## src/tfs_regs.svh

```systemverilog
`ifndef TFS_REGS_SVH
`define TFS_REGS_SVH
// register byte offsets
`define TFS_CMD_OFS   12'h000
`define TFS_STAT_OFS  12'h004
`define TFS_WC_OFS    12'h008
`define TFS_CA_OFS    12'h00C
// command register fields
`define TFS_CMD_UNIT  0
`define TFS_CMD_DIR   3
`define TFS_CMD_GO    4
`define TFS_CMD_MODE  5
`define TFS_CMD_FN    6
`define TFS_CMD_IEN   9
// status register fields
`define TFS_ERR_END   0
`define TFS_ERR_MARK  1
`define TFS_ERR_SEL   2
`define TFS_ERR_PAR   3
`define TFS_ERR_TIM   4
`define TFS_ST_EFLAG  16
`define TFS_ST_DONE   17
`define TFS_ST_OVF    18
// reset and seed values
`define TFS_WORD_RST  18'h00000
`define TFS_SUM_SEED  6'h3F
`endif

```

## src/tfs_pkg.sv

```systemverilog
package tfs_pkg;
	// function field codes, in encoding order 0..7
	typedef enum logic [2:0] {
		FN_MOVE, FN_SEARCH, FN_READ, FN_RAW_READ,
		FN_BLK_WRITE, FN_RAW_WRITE, FN_TMARK, FN_UNUSED
	} fn_e;
endpackage : tfs_pkg

```

## src/tape_function_sequencer.sv

```systemverilog
`timescale 1ns/10ps
`include "tfs_regs.svh"
// Operation
// - raw read ignores marks except errors, end
// - raw read normal: done per word
// - raw read: after overflow stop transfers, keep moving
// - uncleared done at next word: timing error
// - raw read continuous: done only at overflow
// - block write normal: done per block, rearm
// - partial block: zero fill, record checksum
// - block write continuous: done at overflow block
// - raw write: overflow word written last
// - timing write: mark bits, switch must match
// - timing write normal: done per word, error
// - timing write continuous: zeros after overflow
// - interrupt gated by enable bit only
// - errors set bit, flag; skip ORs
// - non-parity errors stop transport, no done
// - normal parity error: keep go, with done
// - continuous parity error at block end
// - search stores block number, no increment
// - word request per word, address preincremented
// - equivalence checksum written and verified
// - only selected transport is sensed, stopped
// - function decode, code 7 select error
module tape_function_sequencer (
	input  wire logic        mclk,          // system clock
	input  wire logic        resetn,        // async reset
	input  wire logic        psel,          // apb select
	input  wire logic        penable,       // apb enable
	input  wire logic        pwrite,        // apb direction
	input  wire logic [11:0] paddr,         // apb address
	input  wire logic [31:0] pwdata,        // apb write data
	output logic      [31:0] prdata,        // apb read data
	output logic             pready,        // apb ready
	output logic             pslverr,       // apb error
	output logic             brk_req,       // word request flag
	output logic             brk_to_mem,    // break writes memory
	output logic      [17:0] brk_addr,      // break address
	output logic      [17:0] brk_wdata,     // data toward memory
	input  wire logic        brk_ack,       // break granted
	input  wire logic [17:0] brk_rdata,     // data from memory
	input  wire logic [17:0] tape_word,     // assembled tape word
	input  wire logic        tape_tick,     // word time
	input  wire logic        tape_zone,     // data portion of block
	input  wire logic        tape_blk_mark, // block number seen
	input  wire logic        tape_blk_end,  // checksum word seen
	input  wire logic        tape_mark_err, // mark_track_error
	input  wire logic        tape_end_zone, // tape_end_zone
	input  wire logic        timing_mark_write_setting_switch,   // timing_mark_write_setting
	output logic      [7:0]  tape_run,      // motion per transport
	output logic      [2:0]  tape_unit,     // selected transport
	output logic             tape_dir,      // direction
	output logic             wr_enable,     // data writers on
	output logic             tm_enable,     // timing/mark writers on
	output logic      [17:0] wr_word,       // word to record
	output logic             wr_stb,        // record strobe
	output logic      [5:0]  mark_bits,     // mark track value
	output logic             irq,           // interrupt request
	output logic             error_skip_test, // skip on any error
	output logic             done_flag      // done_flag
);
	localparam int TK = 18;
	localparam int ZN = 19;
	localparam int BM = 20;
	localparam int BE = 21;
	localparam int ME = 22;
	localparam int EZ = 23;
	localparam int SW = 24;

	typedef enum logic [1:0] {PH_IDLE, PH_DATA, PH_SUM} phase_e;

	typedef struct packed {
		logic [24:0]   s1;
		logic [24:0]   s2;
		logic [24:0]   s3;
		logic [2:0]    unit;
		logic          dir;
		logic          go;
		logic          cm;
		tfs_pkg::fn_e  fn;
		logic          ien;
		logic [7:0]    run;
		logic [17:0]   wc;
		logic [17:0]   ca;
		logic          ovf;
		logic          blk_ovf;
		logic          done;
		logic [4:0]    err;
		logic          eflag;
		logic          req;
		logic          to_mem;
		logic [17:0]   baddr;
		logic [17:0]   bdata;
		logic [17:0]   wword;
		logic          wstb;
		logic          wen;
		logic          tmen;
		logic [5:0]    mark;
		logic [5:0]    sum;
		phase_e        phase;
		logic          irq;
		logic          eskip;
		logic          pready;
		logic [31:0]   prdata;
		logic          pslverr;
	} state_s;

	state_s q;
	state_s n;

	function automatic logic [17:0] inc18(input logic [17:0] v);
		inc18 = v + 18'h00001;
	endfunction : inc18

	// equivalence of the three 6-bit slices into the running sum
	function automatic logic [5:0] fold(input logic [5:0] s,
			input logic [17:0] w);
		fold = ~(s ^ w[5:0] ^ w[11:6] ^ w[17:12]);
	endfunction : fold

	logic tick;
	logic bmark;
	logic bend;
	logic merr;
	logic xfer;
	logic xfer_wr;
	logic wrap;
	logic done_set;
	logic [4:0] err_set;
	logic wr_do;
	logic [17:0] rdw;

	always_comb begin
		n = q;
		err_set = 5'h00;
		done_set = 1'b0;
		xfer = 1'b0;
		xfer_wr = 1'b0;
		wrap = 1'b0;
		n.wstb = 1'b0;
		// two-stage sync, third stage only for edge detection
		n.s1 = {timing_mark_write_setting_switch, tape_end_zone, tape_mark_err, tape_blk_end,
			tape_blk_mark, tape_zone, tape_tick, tape_word};
		n.s2 = q.s1;
		n.s3 = q.s2;
		rdw = q.s2[17:0];
		tick = q.s2[TK] & ~q.s3[TK];
		bmark = q.s2[BM] & ~q.s3[BM];
		bend = q.s2[BE] & ~q.s3[BE];
		merr = q.s2[ME] & ~q.s3[ME];
		// apb: one wait state, then the access completes
		n.pready = psel & penable & ~q.pready;
		wr_do = psel & penable & q.pready & pwrite;
		if (n.pready) begin
			n.pslverr = 1'b0;
			if (paddr == `TFS_CMD_OFS) begin
				n.prdata = {22'h000000, q.ien, 3'(q.fn), q.cm, q.go,
					q.dir, q.unit};
			end else if (paddr == `TFS_STAT_OFS) begin
				n.prdata = {13'h0000, q.ovf, q.done, q.eflag, 11'h000,
					q.err};
			end else if (paddr == `TFS_WC_OFS) begin
				n.prdata = {14'h0000, q.wc};
			end else if (paddr == `TFS_CA_OFS) begin
				n.prdata = {14'h0000, q.ca};
			end else begin
				n.prdata = 32'h00000000;
				n.pslverr = 1'b1;
			end
		end
		// register writes; placed first so that later events win
		if (wr_do) begin
			if (paddr == `TFS_CMD_OFS) begin
				n.unit = pwdata[`TFS_CMD_UNIT +: 3];
				n.dir = pwdata[`TFS_CMD_DIR];
				n.go = pwdata[`TFS_CMD_GO];
				n.cm = pwdata[`TFS_CMD_MODE];
				n.fn = tfs_pkg::fn_e'(pwdata[`TFS_CMD_FN +: 3]);
				n.ien = pwdata[`TFS_CMD_IEN];
				// other transports keep whatever motion they had
				n.run[pwdata[`TFS_CMD_UNIT +: 3]] = pwdata[`TFS_CMD_GO];
				n.ovf = 1'b0;
				n.phase = PH_IDLE;
				if (n.fn == tfs_pkg::FN_UNUSED)
					err_set[`TFS_ERR_SEL] = 1'b1;
				if (q.s2[SW] != (n.fn == tfs_pkg::FN_TMARK))
					err_set[`TFS_ERR_SEL] = 1'b1;
			end else if (paddr == `TFS_STAT_OFS) begin
				n.err = q.err & ~pwdata[4:0];
				n.eflag = q.eflag & ~pwdata[`TFS_ST_EFLAG];
				n.done = q.done & ~pwdata[`TFS_ST_DONE];
			end else if (paddr == `TFS_WC_OFS) begin
				n.wc = pwdata[17:0];
			end else if (paddr == `TFS_CA_OFS) begin
				n.ca = pwdata[17:0];
			end
		end
		// data break answered: memory word goes to the writers
		if (q.req && brk_ack) begin
			n.req = 1'b0;
			if (!q.to_mem) begin
				n.wword = brk_rdata;
				n.wstb = q.wen | q.tmen;
				n.mark = {brk_rdata[15], brk_rdata[12], brk_rdata[9],
					brk_rdata[6], brk_rdata[3], brk_rdata[0]};
				if (q.fn == tfs_pkg::FN_BLK_WRITE)
					n.sum = fold(q.sum, brk_rdata);
			end
		end
		if (q.go) begin
			// only the selected unit's sensors reach these pins
			if (q.s2[EZ]) err_set[`TFS_ERR_END] = 1'b1;
			if (merr) err_set[`TFS_ERR_MARK] = 1'b1;
			// previous break still pending at the next word
			if (tick && q.req) err_set[`TFS_ERR_TIM] = 1'b1;
			case (q.fn)
				tfs_pkg::FN_RAW_READ, tfs_pkg::FN_RAW_WRITE,
				tfs_pkg::FN_TMARK: begin
					if (tick) begin
						if (q.fn == tfs_pkg::FN_RAW_WRITE && q.ovf)
							n.wen = 1'b0;
						if (!q.ovf) begin
							xfer = 1'b1;
							xfer_wr = (q.fn == tfs_pkg::FN_RAW_READ);
							if (q.fn == tfs_pkg::FN_RAW_WRITE) n.wen = 1'b1;
							if (q.fn == tfs_pkg::FN_TMARK)
								n.tmen = q.s2[SW];
							if (!q.cm) begin
								if (q.done)
									err_set[`TFS_ERR_TIM] = 1'b1;
								else
									done_set = 1'b1;
							end
						end else if (q.fn == tfs_pkg::FN_TMARK) begin
							if (q.cm) begin
								n.wword = `TFS_WORD_RST;
								n.mark = 6'h00;
								n.wstb = q.tmen;
							end else if (q.done) begin
								err_set[`TFS_ERR_TIM] = 1'b1;
							end
						end
					end
				end
				tfs_pkg::FN_READ, tfs_pkg::FN_BLK_WRITE: begin
					if (bmark) begin
						n.sum = `TFS_SUM_SEED;
						n.blk_ovf = 1'b0;
						n.phase = PH_DATA;
						if (q.fn == tfs_pkg::FN_BLK_WRITE)
							n.wen = ~q.ovf & (q.cm | ~q.done);
					end
					if (tick && q.s2[ZN] && q.phase == PH_DATA) begin
						if (q.fn == tfs_pkg::FN_READ)
							n.sum = fold(q.sum, rdw);
						if (!q.ovf) begin
							xfer = 1'b1;
							xfer_wr = (q.fn == tfs_pkg::FN_READ);
						end else if (q.fn == tfs_pkg::FN_BLK_WRITE) begin
							n.wword = `TFS_WORD_RST;
							n.wstb = q.wen;
							n.sum = fold(q.sum, `TFS_WORD_RST);
						end
					end
					if (bend && q.phase == PH_DATA) begin
						n.phase = PH_SUM;
						if (q.fn == tfs_pkg::FN_BLK_WRITE) begin
							n.wword = {12'h000, q.sum};
							n.wstb = q.wen;
						end else if (fold(q.sum, rdw) != 6'h3F) begin
							err_set[`TFS_ERR_PAR] = 1'b1;
						end
						if (!q.cm || q.blk_ovf)
							done_set = 1'b1;
					end
					if (q.phase == PH_SUM && q.ovf)
						n.wen = 1'b0;
				end
				tfs_pkg::FN_SEARCH: begin
					if (bmark) begin
						// no block number is stored once the count wrapped
						xfer = !q.ovf;
						xfer_wr = 1'b1;
						if (!q.cm) done_set = 1'b1;
					end
				end
				default: begin
				end
			endcase
		end
		// word request; the address is bumped before each transfer except a search
		if (xfer) begin
			n.wc = inc18(q.wc);
			wrap = (n.wc == `TFS_WORD_RST);
			n.req = 1'b1;
			n.to_mem = xfer_wr;
			n.bdata = rdw;
			if (q.fn == tfs_pkg::FN_SEARCH) begin
				n.baddr = q.ca;
			end else begin
				n.ca = inc18(q.ca);
				n.baddr = n.ca;
			end
			if (wrap) begin
				n.ovf = 1'b1;
				n.blk_ovf = 1'b1;
				if (q.cm && q.fn != tfs_pkg::FN_READ &&
					q.fn != tfs_pkg::FN_BLK_WRITE)
					done_set = 1'b1;
			end
		end
		// errors: flag and bit; all but parity stop the unit
		if (err_set != 5'h00) n.eflag = 1'b1;
		n.err = n.err | err_set;
		if ((err_set & ~(5'h01 << `TFS_ERR_PAR)) != 5'h00) begin
			n.go = 1'b0;
			n.run[q.unit] = 1'b0;
			n.req = 1'b0;
			n.wen = 1'b0;
			n.tmen = 1'b0;
			done_set = 1'b0;
		end
		if (done_set) n.done = 1'b1;
		if (!n.go) begin
			n.wen = 1'b0;
			n.tmen = 1'b0;
		end
		// the enable gates the request only, never the flags
		n.irq = n.ien & (n.done | n.eflag);
		n.eskip = |n.err;
	end

	// single state register
	always_ff @(posedge mclk or negedge resetn) begin
		if (!resetn) begin
			q <= '0;
			q.fn <= tfs_pkg::FN_MOVE;
			q.phase <= PH_IDLE;
			q.sum <= `TFS_SUM_SEED;
		end else begin
			q <= n;
		end
	end

	assign prdata = q.prdata;
	assign pready = q.pready;
	assign pslverr = q.pslverr;
	assign brk_req = q.req;
	assign brk_to_mem = q.to_mem;
	assign brk_addr = q.baddr;
	assign brk_wdata = q.bdata;
	assign tape_run = q.run;
	assign tape_unit = q.unit;
	assign tape_dir = q.dir;
	assign wr_enable = q.wen;
	assign tm_enable = q.tmen;
	assign wr_word = q.wword;
	assign wr_stb = q.wstb;
	assign mark_bits = q.mark;
	assign irq = q.irq;
	assign error_skip_test = q.eskip;
	assign done_flag = q.done;
endmodule : tape_function_sequencer

```

## config.mk

```make
export PLATFORM = sky130hd
export DESIGN_NAME = tape_function_sequencer
export DESIGN_NICKNAME = d
export VERILOG_FILES = /design/src/tfs_pkg.sv /design/src/tape_function_sequencer.sv
export VERILOG_INCLUDE_DIRS = /design/src
export SDC_FILE = /design/constraint.sdc
export NUM_CORES = 1
export LEC_CHECK = 0
export BUFFER_PORTS_ARGS = -buffer_cell sky130_fd_sc_hd__buf_2
export CAP_MARGIN = 20
export CORE_UTILIZATION = 45
export CTS_BUF_LIST = sky130_fd_sc_hd__clkbuf_8
export CTS_CLUSTER_SIZE = 16
export DETAILED_ROUTE_END_ITERATION = 16
export PLACE_DENSITY = 0.69
export SLEW_MARGIN = 0
export SYNTH_ARGS = -nofsm -noshare
export SYNTH_HDL_FRONTEND = slang
export SYNTH_SLANG_ARGS = --single-unit
```

## constraint.sdc

```tcl
create_clock -name mclk -period 2.2 [get_ports mclk]
set_input_delay 0.66 -clock mclk [delete_from_list [all_inputs] [get_ports mclk]]
set_output_delay 0.66 -clock mclk [all_outputs]
set_load 0.03 [all_outputs]
```

==> out/metrics.csv, run 1 <==
stage;metric;value;unit
detailed_routing;drt drc;0;
die;Placeable Area;23700;um^2
cells_and_area;Multi-input gate area;4790;um^2
cells_and_area;Final Core Density;55.8;%
sta;Clock Skew;0.0247;ns
logic_synthesis;Avg Synthesized Cell Area;9.52;um^2
status;violated checks;setup timing;
detailed_routing;DRT Pass-1 Iters;7;
detailed_routing;post-route ant nets;0;
cells_and_area;Final Instance Area;13200;um^2
global_route;initial antenna violation count;0;
logic_synthesis;main flop type after synthesis;dfrtp_1;
cells_and_area;nets;1428;
power_and_ir_drop;VDD IR max;0.491;mV
critical_path;WP data required;2.61;ns
cells_and_area;Ant. Diodes;0;
logic_synthesis;number of synthesized flops with an enable pin;0;
logic_synthesis;Mapped Area;11000;um^2
power_and_ir_drop;sw power;2.14;mW
power_and_ir_drop;Pwr Total;8.57;mW
sta;Final Setup Violations;1;
clocking;clock latency on the worst-skew pair;0.54;ns
clocking;CTS tree;yes;
logic_synthesis;post-synthesis sequential area ratio;48.6;%
sta;unrepaired setup endpoints after global routing;true;
power_and_ir_drop;Comb pwr share;8.0;%
detailed_routing;routed wl met2;13100;um
cells_and_area;Seq. cell area;5340;um^2
logic_synthesis;post-synth cell types;74;
power_and_ir_drop;Clk pwr share;44.4;%
global_route;combined global-route utilization of all metal layers;23.4;%
global_route;GRT Residual Overflow;0;
power_and_ir_drop;Sw Share;25.0;%
detailed_routing;initial DRC count;637;
critical_path;Crit. End Element;register;
detailed_routing;routed via count;9022;
clocking;total CTS buffers;37;
logic_synthesis;Synth Instances;1154;
critical_path;critical path arrival;2.69;ns
power_and_ir_drop;pwr dens;649;nW/um^2
sta;fin crit share;104;%
sta;final setup margin;-0.0838;ns
detailed_routing;met3 wire length;1900;um
clocking;CTS root buf;clkbuf_8;
logic_synthesis;ys async rst share;100;%
critical_path;CP Max Fanout;2;
place;port bufs;179;
detailed_routing;Top Metal Used;met4;
clocking;CTS sink cnt;213;
die;floorplan row count;56;
sta;minimum clock period;2.28;ns
sta;Slew headroom;64.0;%
detailed_routing;routed len/inst;17.3;um
die;die height;158;um
sta;Pins Over Slew Limit;0;
critical_path;crit start category;register;
global_route;vias in the first global route;8636;
power_and_ir_drop;Int Power;6.43;mW
place;DP Area;12200;um^2
hold_path;Worst Hold Class;in2reg;
cells_and_area;ratio of cells with drive above 1 in the final layout;30.8;%
global_route;first-pass GRT wire length;45300;um
die;die width;158;um
critical_path;CP Class;reg2reg;
detailed_routing;vias per inst;5.37;
sta;Max Fclk;438;MHz
die;die footprint;25000;um^2
detailed_routing;Routed WL;29100;um
sta;Fin. Hold Viols;0;
flow_run;Max Cap Viol;0;
power_and_ir_drop;share of power burned in registers;47.6;%
cells_and_area;filler instances;2201;
place;GPL Wtd Cong;0.910;
power_and_ir_drop;P_leak;6.45;nW
detailed_routing;WL met1;13400;um
logic_synthesis;yosys warns;0;
die;# IOs;207;
clocking;Clock transition at path regs;0.06;ns
place;hpwl dp;21400;um
global_route;largest net degree at the start of global routing;77;
clocking;H-tree levels;2;
sta;worst slew pin tran;0.538;ns
cells_and_area;Area growth syn-to-layout;20.3;%
logic_synthesis;#FFs+latches synth;213;
status;status;finished, violations left;
clocking;CTS max path bufs;3;
place;pre-CTS WS;-0.311;ns
die;Initial Util;46.4;%
cell usage in the layout, fill, tap and decap left out, types with 25 or more instances in the layout:
master | Yosys | layout
nand2_1 | 209 | 208
dfrtp_1 | 207 | 203
buf_2 | 22 | 178
buf_4 | 106 | 104
nor2_1 | 78 | 75
a21oi_1 | 66 | 66
o21ai_0 | 52 | 52
clkbuf_8 | 0 | 43
nand3_1 | 42 | 40
mux2i_1 | 27 | 27
inv_1 | 12 | 25
worst max-delay path, stage by stage, from the launching register on:
cell	delay, ns
dfrtp_1	0.41
xnor3_2	0.42
xnor2_2	0.16
nor4_2	0.28
a31oi_2	0.22
a21o_1	0.20
or4b_1	0.46
cell usage after synthesis, types with 7 or more instances:
library cell  count  area (um^2)
nand2_1         209          785
dfrtp_1         207         5180
buf_4           106          796
nor2_1           78          293
a21oi_1          66          330
o21ai_0          52          260
nand3_1          42          210
clkbuf_1         33          124
mux2i_1          27          270
xor2_1           23          201
buf_2            22          110
xnor2_1          21          184
a31oi_1          19          119
nor3_1           16         80.1
o21ai_1          14         70.1
nand4_1          13         81.3
inv_1            12         45.0
nor2b_1          11         68.8
a211o_1           9         78.8
and3_1            9         56.3
mux2_2            9          101
nor4_1            9         56.3
o31ai_1           8         60.1
o22ai_1           7         43.8
power groups by stage:
stage                     registers, mW  logic [mW]  clock network [mW]
after global placement             4.14       0.676                   0
final                              4.08       0.687                3.80
after detailed placement           4.15       0.681                   0
after floorplan                    4.14       0.434                   0
after global routing               4.09       0.749                4.08
after CTS                          4.08       0.686                3.90
metal layers:
layer	vias up	track usage, %
met3	57	3.72
li1	4263	-
met5	-	0
met1	4335	34.0
met2	367	35.4
met4	0	7.97
state kept, by name (all words and copies together), names as in the netlist, 6 cells and up:
signal and flops:
q 62, prdata 19, brk_addr 18, brk_wdata 18, wr_word 18, tape_run 8
n 50, mark_bits 6
area by class of cell:
class	count	share of cell area [%]
sequential	213	40.4
multi-input combinational	777	36.2
timing repair buffer	292	14.0
clock buffer	43	4.48
tap	319	3.02
clock inverter	23	1.48
inverter	12	0.341
stage by stage:
| step | setup TNS [ns] | hold WS [ns] | instances |
|---|---|---|---|
| after floorplan | -0.00352 | 0.331 | 1166 |
| after global placement | -3.98 | 0.332 | 1608 |
| after detailed placement | -6.57 | 0.335 | 1608 |
| after CTS | -0.119 | 0.192 | 1675 |
| after global routing | -0.164 | 0.198 | 1679 |
| final | -0.0838 | 0.223 | 1679 |
timing repair:
item	CTS	global route
hold buffers	1	0
setup endpoints to repair	18	56
gates cloned	0	1
pin swaps	0	10
setup buffers	0	3
gates resized for setup	5	30
hold endpoints to repair	25	0
final timing paths:
check / startpoint / endpoint / slack, ns / cells after the start
setup / recovery: n[184] / error_skip_test / -0.08 / 6
hold reg to reg: n[199] / n[174] / 0.34 / 0
min in group asynchronous: resetn / q[121] / 0.58 / 2
hold / removal: tape_word[1] / n[198] / 0.22 / 1
max in group asynchronous: resetn / q[39] / 0.90 / 3
setup reg to reg: n[184] / error_skip_test / -0.08 / 6
logic make-up after synthesis:
group	share of synthesized area, %
AO/OA/AOI/OAI	12.8
XOR/XNOR	5.00
adder cells (fa/ha/maj)	0.228
buffers and inverters	9.92
flip-flops	48.6
multiplexers	4.41
other	0.0341
AND/OR/NAND/NOR	19.0
Note: power is estimated with default switching activity, not from simulation.
==> run 2: changes to the inputs <==
- GPL_ROUTABILITY_DRIVEN: unset -> 0
- PLACE_DENSITY: 0.69 -> 0.67
- clock period: 2.2 -> 2.8 ns (I/O delays scaled with it)
==> run 2 against run 1 <==
Net effect: the run now ends clean; clock skew increased by 0.0037 ns; combinational power shrank 25%; die area stayed put; worst setup slack gained 0.38 ns; count of clock-buffer cells in the layout grew 5; sequential cell count is the same; non-clock buffer count decreased by 67; final area decreased by 5.4%; worst hold slack improved by 0.051 ns; via count decreased by 3.0%; sequential power decreased by 21%; critical path depth increased by 2; critical path type unchanged.
==> out/metrics.csv, run 2 (synthesis results as in run 1) <==
stage;metric;value;unit;change
critical_path;crit path max-delay cell type;dfrtp_1;;
critical_path;most used cell, CP;buf_4;;
detailed_routing;DRT Pass-1 Iters;5;;-2
place;hpwl dp;20800;um;-2.7%
sta;minimum clock period;2.51;ns;+0.224 ns
cells_and_area;Seq. cell area;5340;um^2;about the same
clocking;total CTS buffers;39;;+5.4%
detailed_routing;vias per inst;5.42;;+0.81%
sta;Clock Skew;0.0284;ns;+0.00372 ns
cells_and_area;most frequent cells in the layout;209 x nand2_1, 207 x dfrtp_1, 178 x buf_2, 78 x nor2_1, 66 x a21oi_1;;
clocking;H-tree levels;2;;unchanged
flow_run;Max Cap Viol;0;;unchanged
clocking;clock latency on the worst-skew pair;0.55;ns;about the same
clocking;Post-CTS Setup Repair Bufs;0;;unchanged
critical_path;critical path arrival;2.92;ns;+0.23 ns
cells_and_area;filler instances;2239;;+1.7%
die;Placeable Area;23700;um^2;unchanged
global_route;largest net degree at the start of global routing;73;;-5.2%
place;pre-CTS WS;0.0287;ns;+0.340 ns
die;die width;158;um;unchanged
cells_and_area;nets;1362;;-4.6%
power_and_ir_drop;Sw Share;25.3;%;+0.33 points
critical_path;Crit. End Element;register;;
sta;final setup margin;0.292;ns;+0.376 ns
power_and_ir_drop;Clk pwr share;44.4;%;about the same
power_and_ir_drop;sw power;1.69;mW;-21%
cells_and_area;ratio of cells with drive above 1 in the final layout;25.3;%;-5.5 points
global_route;initial antenna violation count;0;;unchanged
global_route;vias in the first global route;8113;;-6.1%
clocking;CTS max path bufs;3;;unchanged
detailed_routing;routed len/inst;17.6;um;+1.7%
critical_path;CP Class;reg2reg;;
sta;Setup TNS;0;ns;+0.0838 ns
sta;Final Setup Violations;0;;-1
detailed_routing;initial DRC count;556;;-13%
sta;Slew headroom;51.3;%;-13 points
detailed_routing;drt drc;0;;unchanged
place;port bufs;179;;unchanged
cells_and_area;max reg flops;62;;unchanged
sta;Max Fclk;399;MHz;-8.9%
sta;Fin. Hold Viols;0;;unchanged
critical_path;worst path bufs/invs;2;;+2
clocking;CTS root buf;clkbuf_8;;
clocking;CTS Hold Bufs;0;;-1
cells_and_area;commonest non-fill, non-tap cell in the layout;nand2_1;;
die;Initial Util;46.4;%;unchanged
cells_and_area;Multi-input gate area;4620;um^2;-3.5%
cells_and_area;Reg with most FFs;q;;
global_route;combined global-route utilization of all metal layers;22.9;%;-0.51 points
power_and_ir_drop;Comb pwr share;7.7;%;-0.3 points
sta;Pins Over Slew Limit;0;;unchanged
clocking;cts repair resizes;0;;-5
detailed_routing;routed via count;8748;;-3.0%
critical_path;CP Max Fanout;13;;+11
die;die footprint;25000;um^2;unchanged
critical_path;crit start category;register;;
global_route;first-pass GRT wire length;43900;um;-3.1%
detailed_routing;Routed WL;28500;um;-2.1%
power_and_ir_drop;P_leak;6.08;nW;-5.8%
die;die height;158;um;unchanged
critical_path;crit path cell chain;xnor2_4 > o21ai_1 > a31o_2 > buf_4 > nand2_1 > buf_4 > o21ai_0 > nor2_1;;
power_and_ir_drop;pwr dens;536;nW/um^2;-17%
hold_path;Worst Hold Class;in2async;;
sta;fin crit share;89.6;%;-14 points
sta;unrepaired setup endpoints after global routing;false;;
clocking;Clock transition at path regs;0.06;ns;about the same
clocking;CTS sink cnt;213;;unchanged
detailed_routing;post-route ant nets;0;;unchanged
power_and_ir_drop;Int Power;5.00;mW;-22%
status;status;finished, final reports clean;;
global_route;GRT Residual Overflow;0;;unchanged
cells_and_area;Final Core Density;52.8;%;-3.0 points
power_and_ir_drop;share of power burned in registers;47.9;%;+0.3 points
critical_path;WP data required;3.21;ns;+0.60 ns
clocking;CTS tree;yes;;
die;# IOs;207;;unchanged
power_and_ir_drop;VDD IR max;0.348;mV;-29%
critical_path;CP peak stage delay;0.66;ns;+0.20 ns
critical_path;cell family with most CP delay;compound AO/OA/AOI/OAI gates;;
die;floorplan row count;56;;unchanged
sta;worst slew pin tran;0.725;ns;+0.187 ns
cells_and_area;Area growth syn-to-layout;13.8;%;
[run 2: worst paths after layout]
| kind | from | to | slack [ns] | cells past startpoint |
|---|---|---|---|---|
| worst max register to register | q[164] | q[150] | 0.29 | 8 |
| worst min-delay path | resetn | q[145] | 0.27 | 1 |
| max in group asynchronous | resetn | q[39] | 1.83 | 2 |
| worst max-delay path | q[164] | q[150] | 0.29 | 8 |
| min in group mclk | n[216] | n[191] | 0.35 | 0 |
| worst min register to register | n[216] | n[191] | 0.35 | 0 |
[run 2: area by class of cell]
| class | instances | share of cell area, % |
|---|---|---|
| flip-flops and latches | 213 | 42.7 |
| multi-input cells | 776 | 36.9 |
| repair buffers | 225 | 10.4 |
| clock buffers | 48 | 5.28 |
| well taps | 319 | 3.19 |
| clock inverters | 21 | 1.10 |
| inverters | 12 | 0.360 |
| diodes | 1 | 0.0200 |
[run 2: power groups by stage]
stage / clock network [mW] / registers, mW / logic [mW]
floorplan: 0 / 3.26 / 0.340
global placement: 0 / 3.26 / 0.514
detailed placement: 0 / 3.26 / 0.520
CTS: 3.06 / 3.21 / 0.521
global route: 3.19 / 3.21 / 0.565
finish: 2.97 / 3.21 / 0.517
[run 2: metrics by stage]
stage                     hold slack [ns]  area (um^2)  power (mW)  instances
final                               0.273        12500        6.70       1615
after global routing                0.301        12500        6.97       1614
after CTS                           0.283        12500        6.79       1614
after detailed placement            0.335        11700        3.78       1545
after global placement              0.332        11700        3.77       1545
after floorplan                     0.331        11000        3.60       1166
[run 2: routing by layer]
metal / track usage [%] / wire (um) / vias up
li1: - / - / 4124
met2: 32.8 / 12200 / 383
met1: 33.7 / 12900 / 4191
met3: 5.42 / 2640 / 50
met4: 7.88 / 730 / 0
met5: 0 / 0 / -
==> run 3: changes to the inputs <==
- RECOVER_POWER: unset -> 50
==> run 3 against run 2 <==
Net effect: the flow now finishes with violations (capacitance limit, slew limit); worst hold slack better by 0.073 ns; register-to-register slack worse by 0.03 ns; maximum frequency decreased by 0.99%; critical endpoint is now irq.
==> out/metrics.csv, run 3 (synthesis results as in run 1) <==
stage;metric;value;unit;change
status;status;finished, violations left;;
status;violated checks;capacitance limit, slew limit;;
hold_path;hold path start;n[216];;
global_route;GRT Residual Overflow;0;;unchanged
cells_and_area;filler instances;2242;;+0.13%
die;# IOs;207;;unchanged
global_route;vias in the first global route;8113;;unchanged
critical_path;FF-to-FF Start;q[139];;
cells_and_area;Reg with most FFs;q;;
critical_path;flop2flop setup slack;0.27;ns;-0.03 ns
die;Placeable Area;23700;um^2;unchanged
power_and_ir_drop;pwr dens;536;nW/um^2;+0.12%
sta;WHS;0.346;ns;+0.0728 ns
flow_run;Max Cap Viol;1;;+1
cells_and_area;nets;1362;;unchanged
detailed_routing;vias per inst;5.41;;-0.21%
clocking;CTS tree;yes;;
sta;Final Setup Violations;0;;unchanged
cells_and_area;max reg flops;62;;unchanged
cells_and_area;Multi-input gate area;4620;um^2;unchanged
clocking;clock latency on the worst-skew pair;0.55;ns;about the same
critical_path;CP Class;reg2reg;;
clocking;total CTS buffers;39;;unchanged
hold_path;Hold Crit Depth;0;;
clocking;H-tree levels;2;;unchanged
sta;fin crit share;90.5;%;+0.90 points
cells_and_area;Seq. cell area;5340;um^2;unchanged
detailed_routing;routed via count;8730;;-0.21%
critical_path;depth of the most critical reg-to-reg path;6;;-2
clocking;CTS max path bufs;3;;unchanged
critical_path;crit start category;register;;
power_and_ir_drop;VDD IR max;0.347;mV;about the same
die;Initial Util;46.4;%;unchanged
detailed_routing;DRT Pass-1 Iters;5;;unchanged
clocking;cts repair resizes;0;;unchanged
critical_path;crit path cell chain;nand4_4 > nor3_2 > mux2_2 > a2111oi_0 > nand4_1 > a31oi_1;;
place;hpwl dp;20800;um;unchanged
clocking;Post-CTS Setup Repair Bufs;0;;unchanged
cells_and_area;commonest non-fill, non-tap cell in the layout;nand2_1;;
hold_path;Worst Hold Class;reg2reg;;
detailed_routing;initial DRC count;633;;+14%
critical_path;CP peak stage delay;0.55;ns;-0.11 ns
critical_path;cell family with most CP delay;simple AND/OR/NAND/NOR gates;;
clocking;CTS root buf;clkbuf_8;;
detailed_routing;drt drc;0;;unchanged
sta;Clock Skew;0.0313;ns;+0.00286 ns
clocking;CTS Hold Bufs;0;;unchanged
critical_path;CP Max Fanout;10;;-3
sta;Pins Over Slew Limit;70;;+70
sta;Fin. Hold Viols;0;;unchanged
sta;Setup TNS;0;ns;unchanged
die;die footprint;25000;um^2;unchanged
critical_path;WP data required;3.26;ns;+0.05 ns
critical_path;reg2reg end;irq;;
cells_and_area;most frequent cells in the layout;209 x nand2_1, 207 x dfrtp_1, 178 x buf_2, 78 x nor2_1, 66 x a21oi_1;;
critical_path;Crit. End Element;register;;
global_route;first-pass GRT wire length;43900;um;unchanged
sta;worst slew pin tran;2.02;ns;+1.30 ns
clocking;CTS sink cnt;213;;unchanged
die;die height;158;um;unchanged
global_route;largest net degree at the start of global routing;73;;unchanged
critical_path;crit path max-delay cell type;dfrtp_1;;
sta;Slew headroom;-34.9;%;-86 points
global_route;combined global-route utilization of all metal layers;22.9;%;unchanged
power_and_ir_drop;Pwr Total;6.69;mW;about the same
die;die width;158;um;unchanged
cells_and_area;Area growth syn-to-layout;13.7;%;
hold_path;Hold Crit Endpoint;n[191];;
global_route;initial antenna violation count;0;;unchanged
power_and_ir_drop;P_leak;6.08;nW;about the same
die;floorplan row count;56;;unchanged
critical_path;critical path arrival;2.99;ns;+0.07 ns
detailed_routing;routed len/inst;17.7;um;+0.34%
place;port bufs;179;;unchanged
sta;Max Fclk;395;MHz;-0.99%
sta;unrepaired setup endpoints after global routing;false;;
clocking;Clock transition at path regs;0.06;ns;about the same
sta;minimum clock period;2.53;ns;+0.0251 ns
detailed_routing;Routed WL;28600;um;+0.34%
detailed_routing;post-route ant nets;0;;unchanged
critical_path;worst path bufs/invs;0;;-2
cells_and_area;ratio of cells with drive above 1 in the final layout;25.3;%;unchanged
run 3: cell types whose count changed in the layout (fill, tap and decap cells not counted), sizes merged:
cell,change
clkbuf,+3
buf,-3
run 3: how the worst max path moves through the flow:
| stage | cells after the start | endpoint | slack, ns | from |
|---|---|---|---|---|
| floorplan | 6 | error_skip_test | 0.35 | paddr[1] |
| global placement | 7 | error_skip_test | 0.07 | paddr[7] |
| detailed placement | 7 | error_skip_test | 0.03 | paddr[7] |
| CTS | 8 | q[150] | 0.31 | q[164] |
| global route | 8 | q[150] | 0.08 | q[164] |
| finish | 6 | irq | 0.27 | q[139] |
run 3: layout make-up:
cell class | count | share of cell area, %
sequential | 213 | 42.7
multi-input combinational | 776 | 37.0
timing repair buffer | 225 | 10.3
clock buffer | 48 | 5.29
tap | 319 | 3.20
clock inverter | 21 | 1.10
inverter | 12 | 0.361
antenna | 1 | 0.0200
run 3: metal layers:
metal | share of wire (%) | vias to the layer above | wire length [um] | track usage [%]
met3 | 9.1 | 42 | 2600 | 5.42
met1 | 45 | 4170 | 13000 | 33.7
met4 | 2.1 | 0 | 595 | 7.88
li1 | - | 4123 | - | -
met2 | 43 | 395 | 12400 | 32.8
met5 | 0 | - | 0 | 0
run 3: metrics by stage:
stage	cells	utilization (%)	setup slack [ns]	area [um^2]
finish	1615	52.7	0.267	12500
global route	1614	52.7	0.0829	12500
CTS	1614	52.8	0.314	12500
detailed placement	1545	49.4	0.0287	11700
global placement	1545	49.4	0.0668	11700
floorplan	1166	-	0.347	11000
run 3: worst reg2reg max path, stage by stage, from the launching register on:
cell,delay [ns]
dfrtp_1,0.55
nand4_4,0.23
nor3_2,0.31
mux2_2,0.38
a2111oi_0,0.43
nand4_1,0.28
a31oi_1,0.28
run 3: where the power goes:
group / total, mW / switching [mW] / leakage, nW / internal [mW]
combinational: 0.515 / 0.343 / 2.91 / 0.172
sequential: 3.21 / 0.0408 / 2.71 / 3.17
clock: 2.97 / 1.31 / 0.464 / 1.66
total: 6.69 / 1.70 / 6.08 / 5.00
